$ cat src/logic/bldc_pkg.sv
// shared constants and types for the sensorless commutation block
// assumes a single 100 MHz clock; no software-visible registers
package bldc_pkg;

  // clock and timer-0 resolution
  localparam int CLK_MHZ  = 100;                        // system clock rate
  localparam int TICK_NS  = 1000;                       // timer-0 tick period
  localparam int TICK_CYC = TICK_NS * CLK_MHZ / 1000;   // cycles per tick
  localparam int TICK_W   = 7;                          // prescaler width

  // pwm carrier
  localparam int PWM_KHZ  = 20;                         // carrier frequency
  localparam int PWM_CYC  = CLK_MHZ * 1000 / PWM_KHZ;   // cycles per period

  // start-up step time, counted in timer-0 ticks
  localparam int START_US    = 4000;                    // first step length
  localparam int START_TICKS = START_US * 1000 / TICK_NS;

  // default widths
  localparam int TMR_W_DEF  = 16;                       // timer-0 width
  localparam int DUTY_W_DEF = 13;                       // duty width
  localparam int SMP_W_DEF  = 12;                       // converter width

  // step table: two bits per step, step 0 in the low bits
  // hi phase: A A B B C C ; lo phase: B C C A A B
  localparam logic [11:0] HI_TAB    = 12'ha50;          // driven-high phase
  localparam logic [11:0] LO_TAB    = 12'h429;          // driven-low phase
  localparam logic [2:0]  STEP_LAST = 3'h5;             // six steps
  localparam logic [2:0]  STEP_RST  = 3'h0;             // step after reset
  localparam logic        PIN_RST   = 1'b1;             // synced pin reset

  typedef enum logic [2:0]
  {
    ST_IDLE = 3'b001,                                   // outputs off
    ST_RUN  = 3'b010,                                   // commutating
    ST_TRIP = 3'b100                                    // latched shutdown
  } run_state_e;

endpackage

$ cat src/logic/pin_sync.sv
// three-flop synchroniser with agreement filter for one pin input
// assumes the pin is asynchronous to ref_clk_i
`timescale 1ns/10ps
module pin_sync #(
  parameter logic RST_VAL = 1'b0                        // constant reset level
)(
  input  wire logic ref_clk_i,                          // system clock
  input  wire logic rst_b_i,                            // async reset, low
  input  wire logic pin_i,                              // raw pin level
  output logic      q_o                                 // filtered level
);

  logic s1_reg;                                         // metastable stage
  logic s2_reg;                                         // second stage
  logic s3_reg;                                         // third stage
  logic q_reg;                                          // accepted level
  logic q_next;                                         // next accepted

  // a change counts only once stages two and three agree
  always_comb
  begin
    q_next = (s2_reg == s3_reg) ? s3_reg : q_reg;
  end

  // s1 feeds s2 only, so nothing decodes a metastable value
  always_ff @(posedge ref_clk_i or negedge rst_b_i)
  begin
    if (!rst_b_i)
    begin
      s1_reg <= RST_VAL;
      s2_reg <= RST_VAL;
      s3_reg <= RST_VAL;
      q_reg  <= RST_VAL;
    end
    else
    begin
      s1_reg <= pin_i;
      s2_reg <= s1_reg;
      s3_reg <= s2_reg;
      q_reg  <= q_next;
    end
  end

  assign q_o = q_reg;

endmodule

$ cat src/logic/dead_time_pair.sv
// one complementary gate pair with programmable dead time
// assumes en_i and dem_i come from logic on the same clock
`timescale 1ns/10ps
module dead_time_pair (
  input  wire logic       ref_clk_i,                    // system clock
  input  wire logic       rst_b_i,                      // async reset, low
  input  wire logic       en_i,                         // pair may conduct
  input  wire logic       dem_i,                        // 1 high side, 0 low
  input  wire logic [7:0] dead_i,                       // dead time, cycles
  output logic            hi_o,                         // high-side gate
  output logic            lo_o                          // low-side gate
);

  logic       hi_reg;                                   // high gate state
  logic       lo_reg;                                   // low gate state
  logic       hi_next;                                  // next high gate
  logic       lo_next;                                  // next low gate
  logic [7:0] cnt_reg;                                  // gap countdown
  logic [7:0] cnt_next;                                 // next countdown

  // a side turns on only after the other has been off dead_i cycles
  always_comb
  begin
    hi_next  = hi_reg;
    lo_next  = lo_reg;
    cnt_next = cnt_reg;
    if (!en_i)
    begin
      // both off; the gap restarts so re-enable is also guarded
      hi_next  = 1'b0;
      lo_next  = 1'b0;
      cnt_next = dead_i;
    end
    else if (dem_i)
    begin
      if (lo_reg)
      begin
        lo_next  = 1'b0;
        cnt_next = dead_i;
      end
      else if (cnt_reg != 8'h00)
        cnt_next = cnt_reg - 8'h01;
      else
        hi_next = 1'b1;
    end
    else
    begin
      if (hi_reg)
      begin
        hi_next  = 1'b0;
        cnt_next = dead_i;
      end
      else if (cnt_reg != 8'h00)
        cnt_next = cnt_reg - 8'h01;
      else
        lo_next = 1'b1;
    end
  end

  // registers only
  always_ff @(posedge ref_clk_i or negedge rst_b_i)
  begin
    if (!rst_b_i)
    begin
      hi_reg  <= 1'b0;
      lo_reg  <= 1'b0;
      cnt_reg <= 8'h00;
    end
    else
    begin
      hi_reg  <= hi_next;
      lo_reg  <= lo_next;
      cnt_reg <= cnt_next;
    end
  end

  assign hi_o = hi_reg;
  assign lo_o = lo_reg;

endmodule

$ cat src/logic/sensorless_commutation.sv
// sensorless six-step commutation with time stamp, pwm, and trip logic
// assumes converter samples arrive as one-cycle valid strobes on ref_clk_i
// and that the converter is steered to the phase shown on float_ph_o
`timescale 1ns/10ps

module sensorless_commutation
  import bldc_pkg::*;
#(
  parameter int TMR_W       = TMR_W_DEF,                // timer-0 width
  parameter int DUTY_W      = DUTY_W_DEF,               // duty width
  parameter int SMP_W       = SMP_W_DEF,                // sample width
  parameter int PWM_PERIOD  = PWM_CYC,                  // carrier cycles
  parameter int START_STEP  = START_TICKS               // first step, ticks
)(
  input  wire logic              ref_clk_i,             // 100 MHz clock
  input  wire logic              rst_b_i,               // async reset, low
  input  wire logic              run_i,                 // motor enable
  input  wire logic              dir_i,                 // 1 reverses order
  input  wire logic              torque_mode_i,         // current loop on
  input  wire logic              six_indep_i,           // independent outs
  input  wire logic [5:0]        indep_mask_i,          // lo[5:3], hi[2:0]
  input  wire logic [DUTY_W-1:0] duty_i,                // speed-mode duty
  input  wire logic [7:0]        dead_i,                // dead time, cycles
  input  wire logic              fault_trip_b_i,        // trip pin, low
  input  wire logic              oc_cmp_i,              // overcurrent pin
  input  wire logic              rearm_i,               // re-enable pulse
  input  wire logic              bemf_valid_i,          // bemf sample strobe
  input  wire logic [SMP_W-1:0]  bemf_i,                // floating phase
  input  wire logic [SMP_W-1:0]  bemf_mid_i,            // neutral level
  input  wire logic              cur_valid_i,           // sense strobe
  input  wire logic [SMP_W-1:0]  cur_i,                 // sense voltage
  input  wire logic [SMP_W-1:0]  cur_ref_i,             // torque target
  input  wire logic              evt_ack_i,             // event taken
  output logic [2:0]             gate_hi_o,             // high gates A..C
  output logic [2:0]             gate_lo_o,             // low gates A..C
  output logic [1:0]             float_ph_o,            // undriven phase
  output logic [2:0]             step_o,                // commutation step
  output logic [TMR_W-1:0]       stamp_o,               // crossing stamp
  output logic                   stamp_new_o,           // stamp pulse
  output logic [TMR_W-1:0]       period_o,              // step period
  output logic                   evt_o,                 // event pending
  output logic                   evt_zc_o,              // 1 crossing, 0 cur
  output logic                   tripped_o              // latched trip
);

  if (PWM_PERIOD < 2 || PWM_PERIOD >= 2**DUTY_W)
    $error("PWM_PERIOD does not fit DUTY_W");
  if (START_STEP < 1 || START_STEP >= 2**(TMR_W-1))
    $error("START_STEP does not fit TMR_W");

  localparam logic [DUTY_W-1:0] DUTY_MAX = DUTY_W'(PWM_PERIOD);
  localparam logic [DUTY_W-1:0] CNT_TOP  = DUTY_W'(PWM_PERIOD - 1);

  logic fault_b_s;                                      // synced trip pin
  logic oc_s;                                           // synced comparator
  logic trip_now;                                       // any trip level

  pin_sync #(.RST_VAL(PIN_RST)) u_fault_sync (
    .ref_clk_i (ref_clk_i),
    .rst_b_i   (rst_b_i),
    .pin_i     (fault_trip_b_i),
    .q_o       (fault_b_s)
  );

  pin_sync #(.RST_VAL(~PIN_RST)) u_oc_sync (
    .ref_clk_i (ref_clk_i),
    .rst_b_i   (rst_b_i),
    .pin_i     (oc_cmp_i),
    .q_o       (oc_s)
  );

  assign trip_now = !fault_b_s || oc_s;

  // timer 0: prescaled free-running count, the time base for stamps and step timing
  logic [TICK_W-1:0] tick_cnt_reg;                      // prescaler
  logic [TICK_W-1:0] tick_cnt_next;
  logic [TMR_W-1:0]  timer_reg;                         // timer 0
  logic [TMR_W-1:0]  timer_next;
  logic              tick;                              // one-cycle enable

  assign tick = tick_cnt_reg == TICK_W'(TICK_CYC - 1);

  always_comb
  begin
    tick_cnt_next = tick ? '0 : tick_cnt_reg + 1'b1;
    timer_next    = tick ? timer_reg + 1'b1 : timer_reg;
  end

  always_ff @(posedge ref_clk_i or negedge rst_b_i)
  begin
    if (!rst_b_i)
    begin
      tick_cnt_reg <= '0;
      timer_reg    <= '0;
    end
    else
    begin
      tick_cnt_reg <= tick_cnt_next;
      timer_reg    <= timer_next;
    end
  end

  // commutation control: state, step, crossing capture and timing
  run_state_e       state_reg, state_next;              // run state
  logic [2:0]       step_reg, step_next;                // current step
  logic [1:0]       float_reg, float_next;              // undriven phase
  logic [TMR_W-1:0] stamp_reg, stamp_next;              // last stamp
  logic             new_reg, new_next;                  // stamp pulse
  logic [TMR_W-1:0] period_reg, period_next;            // step period
  logic [TMR_W-1:0] due_reg, due_next;                  // next commutation
  logic             seen_reg, seen_next;                // a sample in step
  logic             sign_reg, sign_next;                // last sample sign
  logic             done_reg, done_next;                // crossing taken
  logic             have_reg, have_next;                // a crossing seen
  logic [DUTY_W-1:0] duty_reg, duty_next;               // working duty
  logic             zc_sign;                            // sample above mid
  logic             zc_hit;                             // crossing now
  logic             comm_hit;                           // commutate now
  logic [2:0]       step_adv;                           // following step
  logic [TMR_W-1:0] gap;                                // stamp difference

  assign zc_sign  = bemf_i >= bemf_mid_i;
  assign zc_hit   = state_reg == ST_RUN && bemf_valid_i && seen_reg
                    && zc_sign != sign_reg && !done_reg;
  assign comm_hit = state_reg == ST_RUN && tick && timer_reg == due_reg;
  assign gap      = timer_reg - stamp_reg;

  always_comb
  begin
    if (dir_i)
      step_adv = (step_reg == 3'h0) ? STEP_LAST : step_reg - 3'h1;
    else
      step_adv = (step_reg == STEP_LAST) ? 3'h0 : step_reg + 3'h1;
  end

  always_comb
  begin
    state_next  = state_reg;
    step_next   = step_reg;
    stamp_next  = stamp_reg;
    new_next    = 1'b0;
    period_next = period_reg;
    due_next    = due_reg;
    seen_next   = seen_reg;
    sign_next   = sign_reg;
    done_next   = done_reg;
    have_next   = have_reg;
    duty_next   = torque_mode_i ? duty_reg : duty_i;
    case (state_reg)
      ST_IDLE:
      begin
        // no alignment: hold the step for START_STEP ticks and start watching crossings
        if (run_i && !trip_now)
        begin
          state_next  = ST_RUN;
          period_next = TMR_W'(START_STEP);
          due_next    = timer_reg + TMR_W'(START_STEP);
          seen_next   = 1'b0;
          done_next   = 1'b0;
          have_next   = 1'b0;
        end
      end
      ST_RUN:
      begin
        if (!run_i)
          state_next = ST_IDLE;
        if (bemf_valid_i)
        begin
          seen_next = 1'b1;
          sign_next = zc_sign;
        end
        if (zc_hit)
        begin
          stamp_next = timer_reg;
          new_next   = 1'b1;
          done_next  = 1'b1;
          have_next  = 1'b1;
        end
        if (comm_hit)
        begin
          // due reached, from a crossing or the held period: step, and preset the next due one held period on
          step_next = step_adv;
          due_next  = due_reg + period_reg;
          seen_next = 1'b0;
          done_next = 1'b0;
        end
        else if (zc_hit)
        begin
          // crossing is mid-step, so commutate half a period later
          if (have_reg)
            period_next = gap;
          due_next = timer_reg + ((have_reg ? gap : period_reg) >> 1);
        end
        if (torque_mode_i && cur_valid_i)
        begin
          if (cur_i < cur_ref_i && duty_reg < DUTY_MAX)
            duty_next = duty_reg + 1'b1;
          else if (cur_i > cur_ref_i && duty_reg != '0)
            duty_next = duty_reg - 1'b1;
        end
      end
      ST_TRIP:
      begin
        // leave only when both trip sources are quiet and rearmed
        if (rearm_i && !trip_now)
          state_next = ST_IDLE;
      end
      default:
        state_next = ST_TRIP;
    endcase
    if (trip_now)
      state_next = ST_TRIP;
    float_next = 2'h3 - HI_TAB[{step_next, 1'b0} +: 2]
                      - LO_TAB[{step_next, 1'b0} +: 2];
  end

  always_ff @(posedge ref_clk_i or negedge rst_b_i)
  begin
    if (!rst_b_i)
    begin
      state_reg  <= ST_IDLE;
      step_reg   <= STEP_RST;
      float_reg  <= 2'h2;
      stamp_reg  <= '0;
      new_reg    <= 1'b0;
      period_reg <= '0;
      due_reg    <= '0;
      seen_reg   <= 1'b0;
      sign_reg   <= 1'b0;
      done_reg   <= 1'b0;
      have_reg   <= 1'b0;
      duty_reg   <= '0;
    end
    else
    begin
      state_reg  <= state_next;
      step_reg   <= step_next;
      float_reg  <= float_next;
      stamp_reg  <= stamp_next;
      new_reg    <= new_next;
      period_reg <= period_next;
      due_reg    <= due_next;
      seen_reg   <= seen_next;
      sign_reg   <= sign_next;
      done_reg   <= done_next;
      have_reg   <= have_next;
      duty_reg   <= duty_next;
    end
  end

  // event arbitration: a new event wins over the ack of the old one
  logic zc_pend_reg, zc_pend_next;                      // crossing pending
  logic cur_pend_reg, cur_pend_next;                    // sense pending
  logic evt_reg, evt_next;                              // any pending
  logic evt_zc_reg, evt_zc_next;                        // crossing shown

  always_comb
  begin
    zc_pend_next  = zc_hit || (zc_pend_reg && !(evt_ack_i && evt_zc_reg));
    cur_pend_next = (cur_valid_i && state_reg == ST_RUN)
                    || (cur_pend_reg && !(evt_ack_i && evt_reg
                    && !evt_zc_reg));
    evt_next      = zc_pend_next || cur_pend_next;
    evt_zc_next   = zc_pend_next;
  end

  always_ff @(posedge ref_clk_i or negedge rst_b_i)
  begin
    if (!rst_b_i)
    begin
      zc_pend_reg  <= 1'b0;
      cur_pend_reg <= 1'b0;
      evt_reg      <= 1'b0;
      evt_zc_reg   <= 1'b0;
    end
    else
    begin
      zc_pend_reg  <= zc_pend_next;
      cur_pend_reg <= cur_pend_next;
      evt_reg      <= evt_next;
      evt_zc_reg   <= evt_zc_next;
    end
  end

  // pwm carrier and gate stage
  logic [DUTY_W-1:0] pwm_cnt_reg, pwm_cnt_next;         // carrier count
  logic              pwm_on;                            // pulse active
  logic [2:0]        dt_en;                             // pair enables
  logic [2:0]        dt_dem;                            // pair demands
  logic [2:0]        dt_hi;                             // dead-timed high
  logic [2:0]        dt_lo;                             // dead-timed low
  logic [2:0]        hi_next;                           // next high gates
  logic [2:0]        lo_next;                           // next low gates
  logic [2:0]        hi_reg;                            // high gate flops
  logic [2:0]        lo_reg;                            // low gate flops
  logic              block;                             // force all off

  assign pwm_on = pwm_cnt_reg < duty_reg;
  assign block  = trip_now || state_reg != ST_RUN;

  for (genvar p = 0; p < 3; p++)
  begin : g_pair
    assign dt_en[p]  = !block && float_reg != 2'(p);
    assign dt_dem[p] = pwm_on && HI_TAB[{step_reg, 1'b0} +: 2] == 2'(p);
    dead_time_pair u_pair (
      .ref_clk_i (ref_clk_i),
      .rst_b_i   (rst_b_i),
      .en_i      (dt_en[p]),
      .dem_i     (dt_dem[p]),
      .dead_i    (dead_i),
      .hi_o      (dt_hi[p]),
      .lo_o      (dt_lo[p])
    );
  end

  // trip gating sits after the dead-time flops so gates drop on the first clock after trip_now
  always_comb
  begin
    pwm_cnt_next = (pwm_cnt_reg == CNT_TOP) ? '0 : pwm_cnt_reg + 1'b1;
    if (block)
    begin
      hi_next = 3'h0;
      lo_next = 3'h0;
    end
    else if (six_indep_i)
    begin
      hi_next = indep_mask_i[2:0] & {3{pwm_on}};
      lo_next = indep_mask_i[5:3] & {3{pwm_on}};
    end
    else
    begin
      hi_next = dt_hi;
      lo_next = dt_lo;
    end
  end

  always_ff @(posedge ref_clk_i or negedge rst_b_i)
  begin
    if (!rst_b_i)
    begin
      pwm_cnt_reg <= '0;
      hi_reg      <= 3'h0;
      lo_reg      <= 3'h0;
    end
    else
    begin
      pwm_cnt_reg <= pwm_cnt_next;
      hi_reg      <= hi_next;
      lo_reg      <= lo_next;
    end
  end

  assign gate_hi_o   = hi_reg;
  assign gate_lo_o   = lo_reg;
  assign float_ph_o  = float_reg;
  assign step_o      = step_reg;
  assign stamp_o     = stamp_reg;
  assign stamp_new_o = new_reg;
  assign period_o    = period_reg;
  assign evt_o       = evt_reg;
  assign evt_zc_o    = evt_zc_reg;
  assign tripped_o   = state_reg == ST_TRIP;
endmodule

$ cat config.mk
export PLATFORM = sky130hd
export DESIGN_NAME = sensorless_commutation
export DESIGN_NICKNAME = d
export VERILOG_FILES = /design/src/logic/bldc_pkg.sv /design/src/logic/pin_sync.sv /design/src/logic/dead_time_pair.sv /design/src/logic/sensorless_commutation.sv
export SDC_FILE = /design/constraint.sdc
export NUM_CORES = 1
export LEC_CHECK = 0
export ABC_AREA = 1
export BUFFER_PORTS_ARGS = -buffer_cell sky130_fd_sc_hd__buf_2
export CAP_MARGIN = 30
export CORE_MARGIN = 2
export CORE_UTILIZATION = 60
export DETAILED_ROUTE_END_ITERATION = 6
export GPL_TIMING_DRIVEN = 0
export PLACE_DENSITY = 0.78
export SLEW_MARGIN = 20
export SYNTH_ARGS = -nofsm -noshare
export SYNTH_HDL_FRONTEND = slang
export SYNTH_SLANG_ARGS = --single-unit
export TNS_END_PERCENT = 20
$ cat constraint.sdc
create_clock -name ref_clk_i -period 6.1 [get_ports ref_clk_i]
set_input_delay 1.525 -clock ref_clk_i [delete_from_list [all_inputs] [get_ports ref_clk_i]]
set_output_delay 1.525 -clock ref_clk_i [all_outputs]
set_load 0.02 [all_outputs]
==> reports/qor.yml, run 1 <==
path_common_cell: "nand2_1"
crit_path_end_kind: "register"
fp.dieW_um: 153
gp_congestion: 0.978
core-area_um2: 21800
ant_nets: 0
cts_sinks: 157
synth_simple_gate_area_frac: 0.360
tightest_slew_ns: 0.798
drc: 5
fin_skew_ns: 0.0183
htree_levels: 4
power_mw: 2.86
start_kind: "register"
status: "finished, violations left"
rows: 54
synth_fa_ha_area_frac: 0.100
synthCells: 2055
synth_top_family_by_area: "simple AND/OR/NAND/NOR gates"
die_y_um: 153
synth.distinct_cells: 49
async_flop_share: 1.00
cts_tree: "built"
postRouteWirelength_um: 39300
critPathTopFamily: "simple AND/OR/NAND/NOR gates"
cts_inserted_buffers: 17
slew_headroom: 0.468
synth.largest_area_cell: "dfrtp_1"
cp_slowest_cell: "dfrtp_1"
powerDensity_nw_per_um2: 193
ys_ff_latch: 157
seq_area_frac_synth: 0.296
synth_mux_area_frac: 0
worstPathMaxFanout: 8
rsz0062_at_grt: "no"
maxCapViolations: 0
required_ns: 6.46
worst-path-buf-inv: 3
min_path_type: "reg -> reg"
synth-compound-area-share: 0.0963
worst_path_largest_cell_delay_ns: 0.52
synth_area_leaders: "dfrtp_1, nand2_1, ha_1"
cp_cell_sequence: "inv_1, ha_1, fa_1, inv_1, nand3_1, nand3_1, nand2_1, nand2_1, nand2_1, nand2_1, nand2_1, a31oi_1, ha_1, nand2_1, inv_1, nand2_1, nand3_1, a21oi_1, nand2_1, nand2_1, nand3_1, nand2_1, nand2_1, a21oi_1"
nNetsFinal: 2391
drive_gt1_frac: 0.0980
ctsResizeCount: 0
diodes: 0
setup_tns_ns: 0
netlist_top_cells_count: "nand2_1, inv_1, nand3_1"
antenna_found_initial: 0
r2r_cells: 24
yosysTopAreaCellShare: 0.284
hpwlAfterDp_um: 30900
postSynthAreaPerCell_um2: 6.47
die_area_um2: 23400
fillers: 2050
ioPinCount: 134
cp.depth: 24
postCtsHoldBufs: 0
clk_pin_slew_ns: 0.06
cts-root-buf: "clkbuf_16"
whs_path_depth: 0
leakagePower_nw: 8.33
fmax_mhz: 271
slew_violations: 0
grt_max_degree: 83
port_buffers: 126
fin_crit_sh: 0.605
cts_setup_buffers: 0
largest_reg_flops: 24
crit_type: "reg -> reg"
grt_pass1_wl_um: 64000
clkLatencyLatePin_ns: 0.44
synthXorXnorAreaFrac: 0.0461
synth_nets: 2245
drt-initial-drc-count: 1017
synthMostInstantiatedCell: "nand2_1"
track_usage: 0.339
peakVddDrop_uv: 160
synth_area_um2: 13300
grt_overflow: 0
via_count: 13600
synth-edff-count: 0
via_per_inst: 5.45
drt_first_pass_iters: 7
violations: "DRC"
cp.arrival_ns: 4.04
min_period_ns: 3.69
setup_viol: 0
cts_max_path_buffers: 2
grt_pass1_vias: 13000
ys_dominant_reg_cell: "dfrtp_1"
hold_viol_final: 0
synth_warnings: 0
start_util: 0.609
routedWlPerCell_um: 15.8
area_delta_synth_final_pct: 11.9
==> kinds of logic (layout without fill, tap and decap cells) <==
kind of cell / count (synthesis) / count (layout)
AND/OR/NAND/NOR: 1130 / 1130
buffers and inverters: 352 / 511
AO/OA/AOI/OAI: 241 / 241
flip-flops: 157 / 157
adder cells (fa/ha/maj): 105 / 105
XOR/XNOR: 70 / 70
==> stage by stage <==
stage	setup slack, ns	cell area [um^2]	hold WS (ns)	cells	util
2_1_floorplan	2.97	13300	0.331	2055	-
3_3_place_gp	1.08	14300	0.343	2461	0.654
3_5_place_dp	2.41	14300	0.338	2462	0.656
4_1_cts	2.44	14900	0.361	2494	0.682
5_1_grt	2.07	14900	0.364	2494	0.682
6_report	2.41	14900	0.359	2494	0.682
==> where the power goes <==
part           internal [mW]  switching, mW
clock network          0.553          0.486
logic                  0.230          0.414
registers               1.10         0.0805
total                   1.88          0.980
==> cell usage in the layout, fill, tap and decap left out, drive strengths merged, types with 4 or more instances in the layout <==
| cell | synthesis | layout |
|---|---|---|
| o211ai | 7 | 7 |
| or2 | 12 | 12 |
| clkinv | 2 | 6 |
| nor2 | 155 | 155 |
| o21ai | 119 | 119 |
| nor4 | 6 | 6 |
| a31oi | 4 | 4 |
| inv | 305 | 310 |
| nand3 | 163 | 163 |
| dfrtp | 151 | 151 |
| and2 | 7 | 7 |
| o21a | 4 | 4 |
| dfstp | 6 | 6 |
| nand2 | 708 | 708 |
| ha | 100 | 100 |
| xor2 | 56 | 56 |
| xnor2 | 14 | 14 |
| clkbuf | 28 | 48 |
| nand4 | 23 | 23 |
| a21oi | 95 | 95 |
| buf | 17 | 144 |
| nor3 | 40 | 40 |
| nand3b | 12 | 12 |
==> final cells by class <==
type,instances,area (um^2),share of cell area
clock inverters,12,105,0.00706
plain buffers,45,200,0.0135
clock buffers,20,457,0.0307
inverters,307,1150,0.0774
well taps,280,350,0.0235
flip-flops and latches,157,3940,0.265
multi-input cells,1546,8010,0.538
repair buffers,127,668,0.0449
==> layer usage <==
| metal | GRT usage | part of all wire | routed length [um] | up-vias |
|---|---|---|---|---|
| met5 | 0 | 0 | 0 | - |
| met4 | 0.158 | 0.046 | 1810 | 0 |
| met2 | 0.592 | 0.49 | 19300 | 448 |
| met3 | 0.0394 | 0.047 | 1870 | 103 |
| li1 | - | - | - | 6813 |
| met1 | 0.419 | 0.42 | 16300 | 6233 |
==> worst register-to-register path, stage by stage (launching register included) <==
cell	delay, ns
dfrtp_1	0.52
inv_1	0.14
ha_1	0.26
fa_1	0.37
inv_1	0.14
nand3_1	0.09
nand3_1	0.11
nand2_1	0.08
nand2_1	0.09
nand2_1	0.09
nand2_1	0.07
nand2_1	0.05
a31oi_1	0.29
ha_1	0.36
nand2_1	0.15
inv_1	0.05
nand2_1	0.06
nand3_1	0.06
a21oi_1	0.18
nand2_1	0.07
nand2_1	0.06
nand3_1	0.06
nand2_1	0.07
nand2_1	0.05
a21oi_1	0.16
==> worst paths after layout <==
| kind | from | end | slack (ns) |
|---|---|---|---|
| max | timer_reg[0] | due_reg[13] | 2.41 |
| min | u_fault_sync.s1_reg | u_fault_sync.s2_reg | 0.36 |
| max reg2reg | timer_reg[0] | due_reg[13] | 2.41 |
| min reg2reg | u_fault_sync.s1_reg | u_fault_sync.s2_reg | 0.36 |
| max in group asynchronous | rst_b_i | timer_reg[15] | 4.22 |
| min in group asynchronous | rst_b_i | duty_reg[10] | 1.05 |
(Power assumes the default switching activity.)
==> run 2, diff against run 1 <==
ABC_AREA = 0   (was 1)
PLACE_DENSITY = 0.79   (was 0.78)
clock period = 3.55 ns   (was 6.1 ns; I/O delays follow)
==> run 2 against run 1 <==
- the flow finishes with violations (setup timing)
- first-iteration DRC count shrank 34%
- wire length shrank 24%
- setup slack lost 2.8 ns
- cell area shrank 8.7%
- core utilization grew 4.2 points
- die area shrank 13%
- via count shrank 25%
- worst hold slack lost 0.0015 ns
- critical path depth shrank 6
==> reports/qor.yml, run 2 <==
cts_tree: "built"
grt_max_degree: 83  # unchanged
postSynthAreaPerCell_um2: 8.97  # +39%
fillers: 1407  # -31%
cts_sinks: 157  # unchanged
ys_ff_latch: 157  # unchanged
drt-initial-drc-count: 676  # -34%
die_area_um2: 20300  # -13%
ys_dominant_reg_cell: "dfrtp_1"
violations: "setup timing"
ioPinCount: 134  # unchanged
maxCapViolations: 0  # unchanged
crit_path_end_kind: "register"
via_per_inst: 6.00  # +10%
synth_nets: 1470  # -35%
fin_util: 0.724  # +0.0419
clkLatencyLatePin_ns: 0.44  # about the same
min_path_type: "reg -> reg"
leakagePower_nw: 6.51  # -22%
synth_area_leaders: "dfrtp_1, ha_1, xnor2_1"
ant_nets: 0  # unchanged
cp_cell_sequence: "ha_4, fa_2, nor2b_1, o21a_1, o21ai_2, a211oi_2, nor3_2, xnor2_1, nand2_1, o21ai_2, ha_1, or2_4, a21oi_4, nor3b_4, a221oi_2, xor2_1, nand2_1, a31o_2"
crit_type: "reg -> reg"
slew_headroom: 0.420  # -0.0481
cts_max_path_buffers: 2  # unchanged
gp_congestion: 0.903  # -7.6%
netlist_top_cells_count: "dfrtp_1, nor2_1, ha_1"
cp.arrival_ns: 4.26  # +0.22 ns
layout_commonest_cell: "dfrtp_1"
port_buffers: 133  # +5.6%
hpwlAfterDp_um: 21800  # -29%
grt_pass1_wl_um: 47400  # -26%
worstPathMaxFanout: 4  # -4
largest_reg_flops: 24  # unchanged
setup_viol: 7  # +7
critPathTopFamily: "compound AO/OA/AOI/OAI gates"
drt_first_pass_iters: 5  # -2
fin_crit_sh: 1.11  # +0.502
via_count: 10300  # -25%
area_delta_synth_final_pct: 18.3
core-area_um2: 18800  # -14%
fin_skew_ns: 0.0136  # -0.00473 ns
worst_path_largest_cell_delay_ns: 0.43  # -0.09 ns
status: "finished, violations left"
fmax_mhz: 255  # -6.1%
tightest_slew_ns: 0.864  # +0.0654 ns
track_usage: 0.293  # -0.0461
final_cell_mix: "dfrtp_1, buf_2, nor2_1"
power_mw: 4.34  # +52%
synthCells: 1280  # -38%
routedWlPerCell_um: 17.4  # +10%
synth.distinct_cells: 80  # +63%
worst-path-buf-inv: 0  # -3
yosysTopAreaCellShare: 0.329  # +0.0451
setup_tns_ns: -1.32  # -1.32 ns
synth.largest_area_cell: "dfrtp_1"
rsz0062_at_grt: "yes"
postCtsHoldBufs: 0  # unchanged
fp.dieW_um: 142  # -6.9%
hold_viol_final: 0  # unchanged
slew_violations: 0  # unchanged
die_y_um: 142  # -6.9%
cp_slowest_cell: "dfrtp_2"
min_period_ns: 3.93  # +0.239 ns
synth_area_um2: 11500  # -14%
seq_area_frac_synth: 0.343  # +0.0470
antenna_found_initial: 1  # +1
nNetsFinal: 1650  # -31%
powerDensity_nw_per_um2: 320  # +66%
postRouteWirelength_um: 29700  # -24%
clk_pin_slew_ns: 0.07  # about the same
synth-edff-count: 0  # unchanged
peakVddDrop_uv: 298  # +87%
grt_pass1_vias: 9811  # -25%
htree_levels: 4  # unchanged
start_util: 0.612  # +0.00214
synthMostInstantiatedCell: "dfrtp_1"
synth_warnings: 0  # unchanged
required_ns: 3.88  # -2.58 ns
cts_inserted_buffers: 17  # unchanged
rows: 50  # -7.4%
start_kind: "register"
grt_overflow: 0  # unchanged
drive_gt1_frac: 0.227  # +0.129
cts-root-buf: "clkbuf_16"
drc: 0  # -5
async_flop_share: 1.00  # unchanged
worst_slack_ns: -0.377  # -2.79 ns
[run 2: changes by cell type after synthesis, moves of 17 or more]
| cell | change |
|---|---|
| nand2_1 | -614 |
| inv_1 | -202 |
| nand3_1 | -120 |
| xnor2_1 | +49 |
| mux2_2 | +44 |
| o21ai_0 | -43 |
| a21oi_1 | -25 |
| nand2b_1 | +21 |
| nor2_1 | -21 |
| a21o_1 | +17 |
[run 2: final cells by class]
class / instances / area, um^2 / area share
Clock inverter: 13 / 140 / 0.0103
Inverter: 97 / 367 / 0.0270
Sequential cell: 157 / 3940 / 0.290
Clock buffer: 19 / 453 / 0.0333
Buffer: 49 / 250 / 0.0184
Antenna cell: 2 / 5.00 / 0.000368
Timing Repair Buffer: 161 / 906 / 0.0667
Multi-Input combinational cell: 977 / 7230 / 0.532
Tap cell: 234 / 293 / 0.0216
[run 2: repair_timing]
action	in CTS	in global routing
pin swaps	21	34
endpoints found under the hold margin	0	0
endpoints found under the setup margin	9	18
resized for setup	16	26
setup buffers	13	14
[run 2: worst paths after layout]
path / startpoint / slack, ns / end / cells past startpoint
worst max-delay path: stamp_o[0] / -0.38 / due_reg[15] / 18
worst min-delay path: u_fault_sync.s1_reg / 0.36 / u_fault_sync.s2_reg / 0
worst max register to register: stamp_o[0] / -0.38 / due_reg[15] / 18
worst min register to register: u_fault_sync.s1_reg / 0.36 / u_fault_sync.s2_reg / 0
max in group asynchronous: rst_b_i / 2.30 / float_ph_o[1] / 2
min in group asynchronous: rst_b_i / 0.42 / duty_reg[4] / 1
[run 2: per-stage QoR]
stage                     hold slack, ns  std cells  setup WS (ns)  instance area [um^2]
after floorplan                    0.331       1280        -0.0750                 11600
after global placement             0.341       1647          -1.06                 12500
after detailed placement           0.344       1648         -0.508                 12600
after CTS                          0.358       1693         -0.302                 13400
after global routing               0.363       1708         -0.503                 13600
final                              0.357       1709         -0.377                 13600
[run 2: worst register-to-register path, cell delays in order, from the launching register on]
cell,delay (ns)
dfrtp_2,0.43
ha_4,0.17
fa_2,0.36
nor2b_1,0.13
o21a_1,0.19
o21ai_2,0.10
a211oi_2,0.31
nor3_2,0.10
xnor2_1,0.27
nand2_1,0.12
o21ai_2,0.11
ha_1,0.27
or2_4,0.27
a21oi_4,0.16
nor3b_4,0.07
a221oi_2,0.29
xor2_1,0.17
nand2_1,0.07
a31o_2,0.22
[run 2: metal layers]
| metal | up-vias | GRT usage | part of all wire |
|---|---|---|---|
| met3 | 59 | 0.0535 | 0.066 |
| met4 | 0 | 0.103 | 0.028 |
| met5 | - | 0 | 0 |
| li1 | 4909 | - | - |
| met1 | 4912 | 0.368 | 0.41 |
| met2 | 370 | 0.508 | 0.49 |
[run 2: cells by family after synthesis]
family          Yosys count  share of synthesized area
fa+ha+maj               105                      0.116
simple gates            415                      0.179
buf+inv                 146                     0.0535
mux                      58                     0.0587
compound gates          290                      0.167
flops                   157                      0.343
xor+xnor                109                     0.0832
[run 2: power by group]
group	internal (mW)	leakage (nW)	switching (mW)
Combinational	0.256	4.31	0.324
Sequential	1.84	1.92	0.0601
Clock	1.07	0.282	0.784
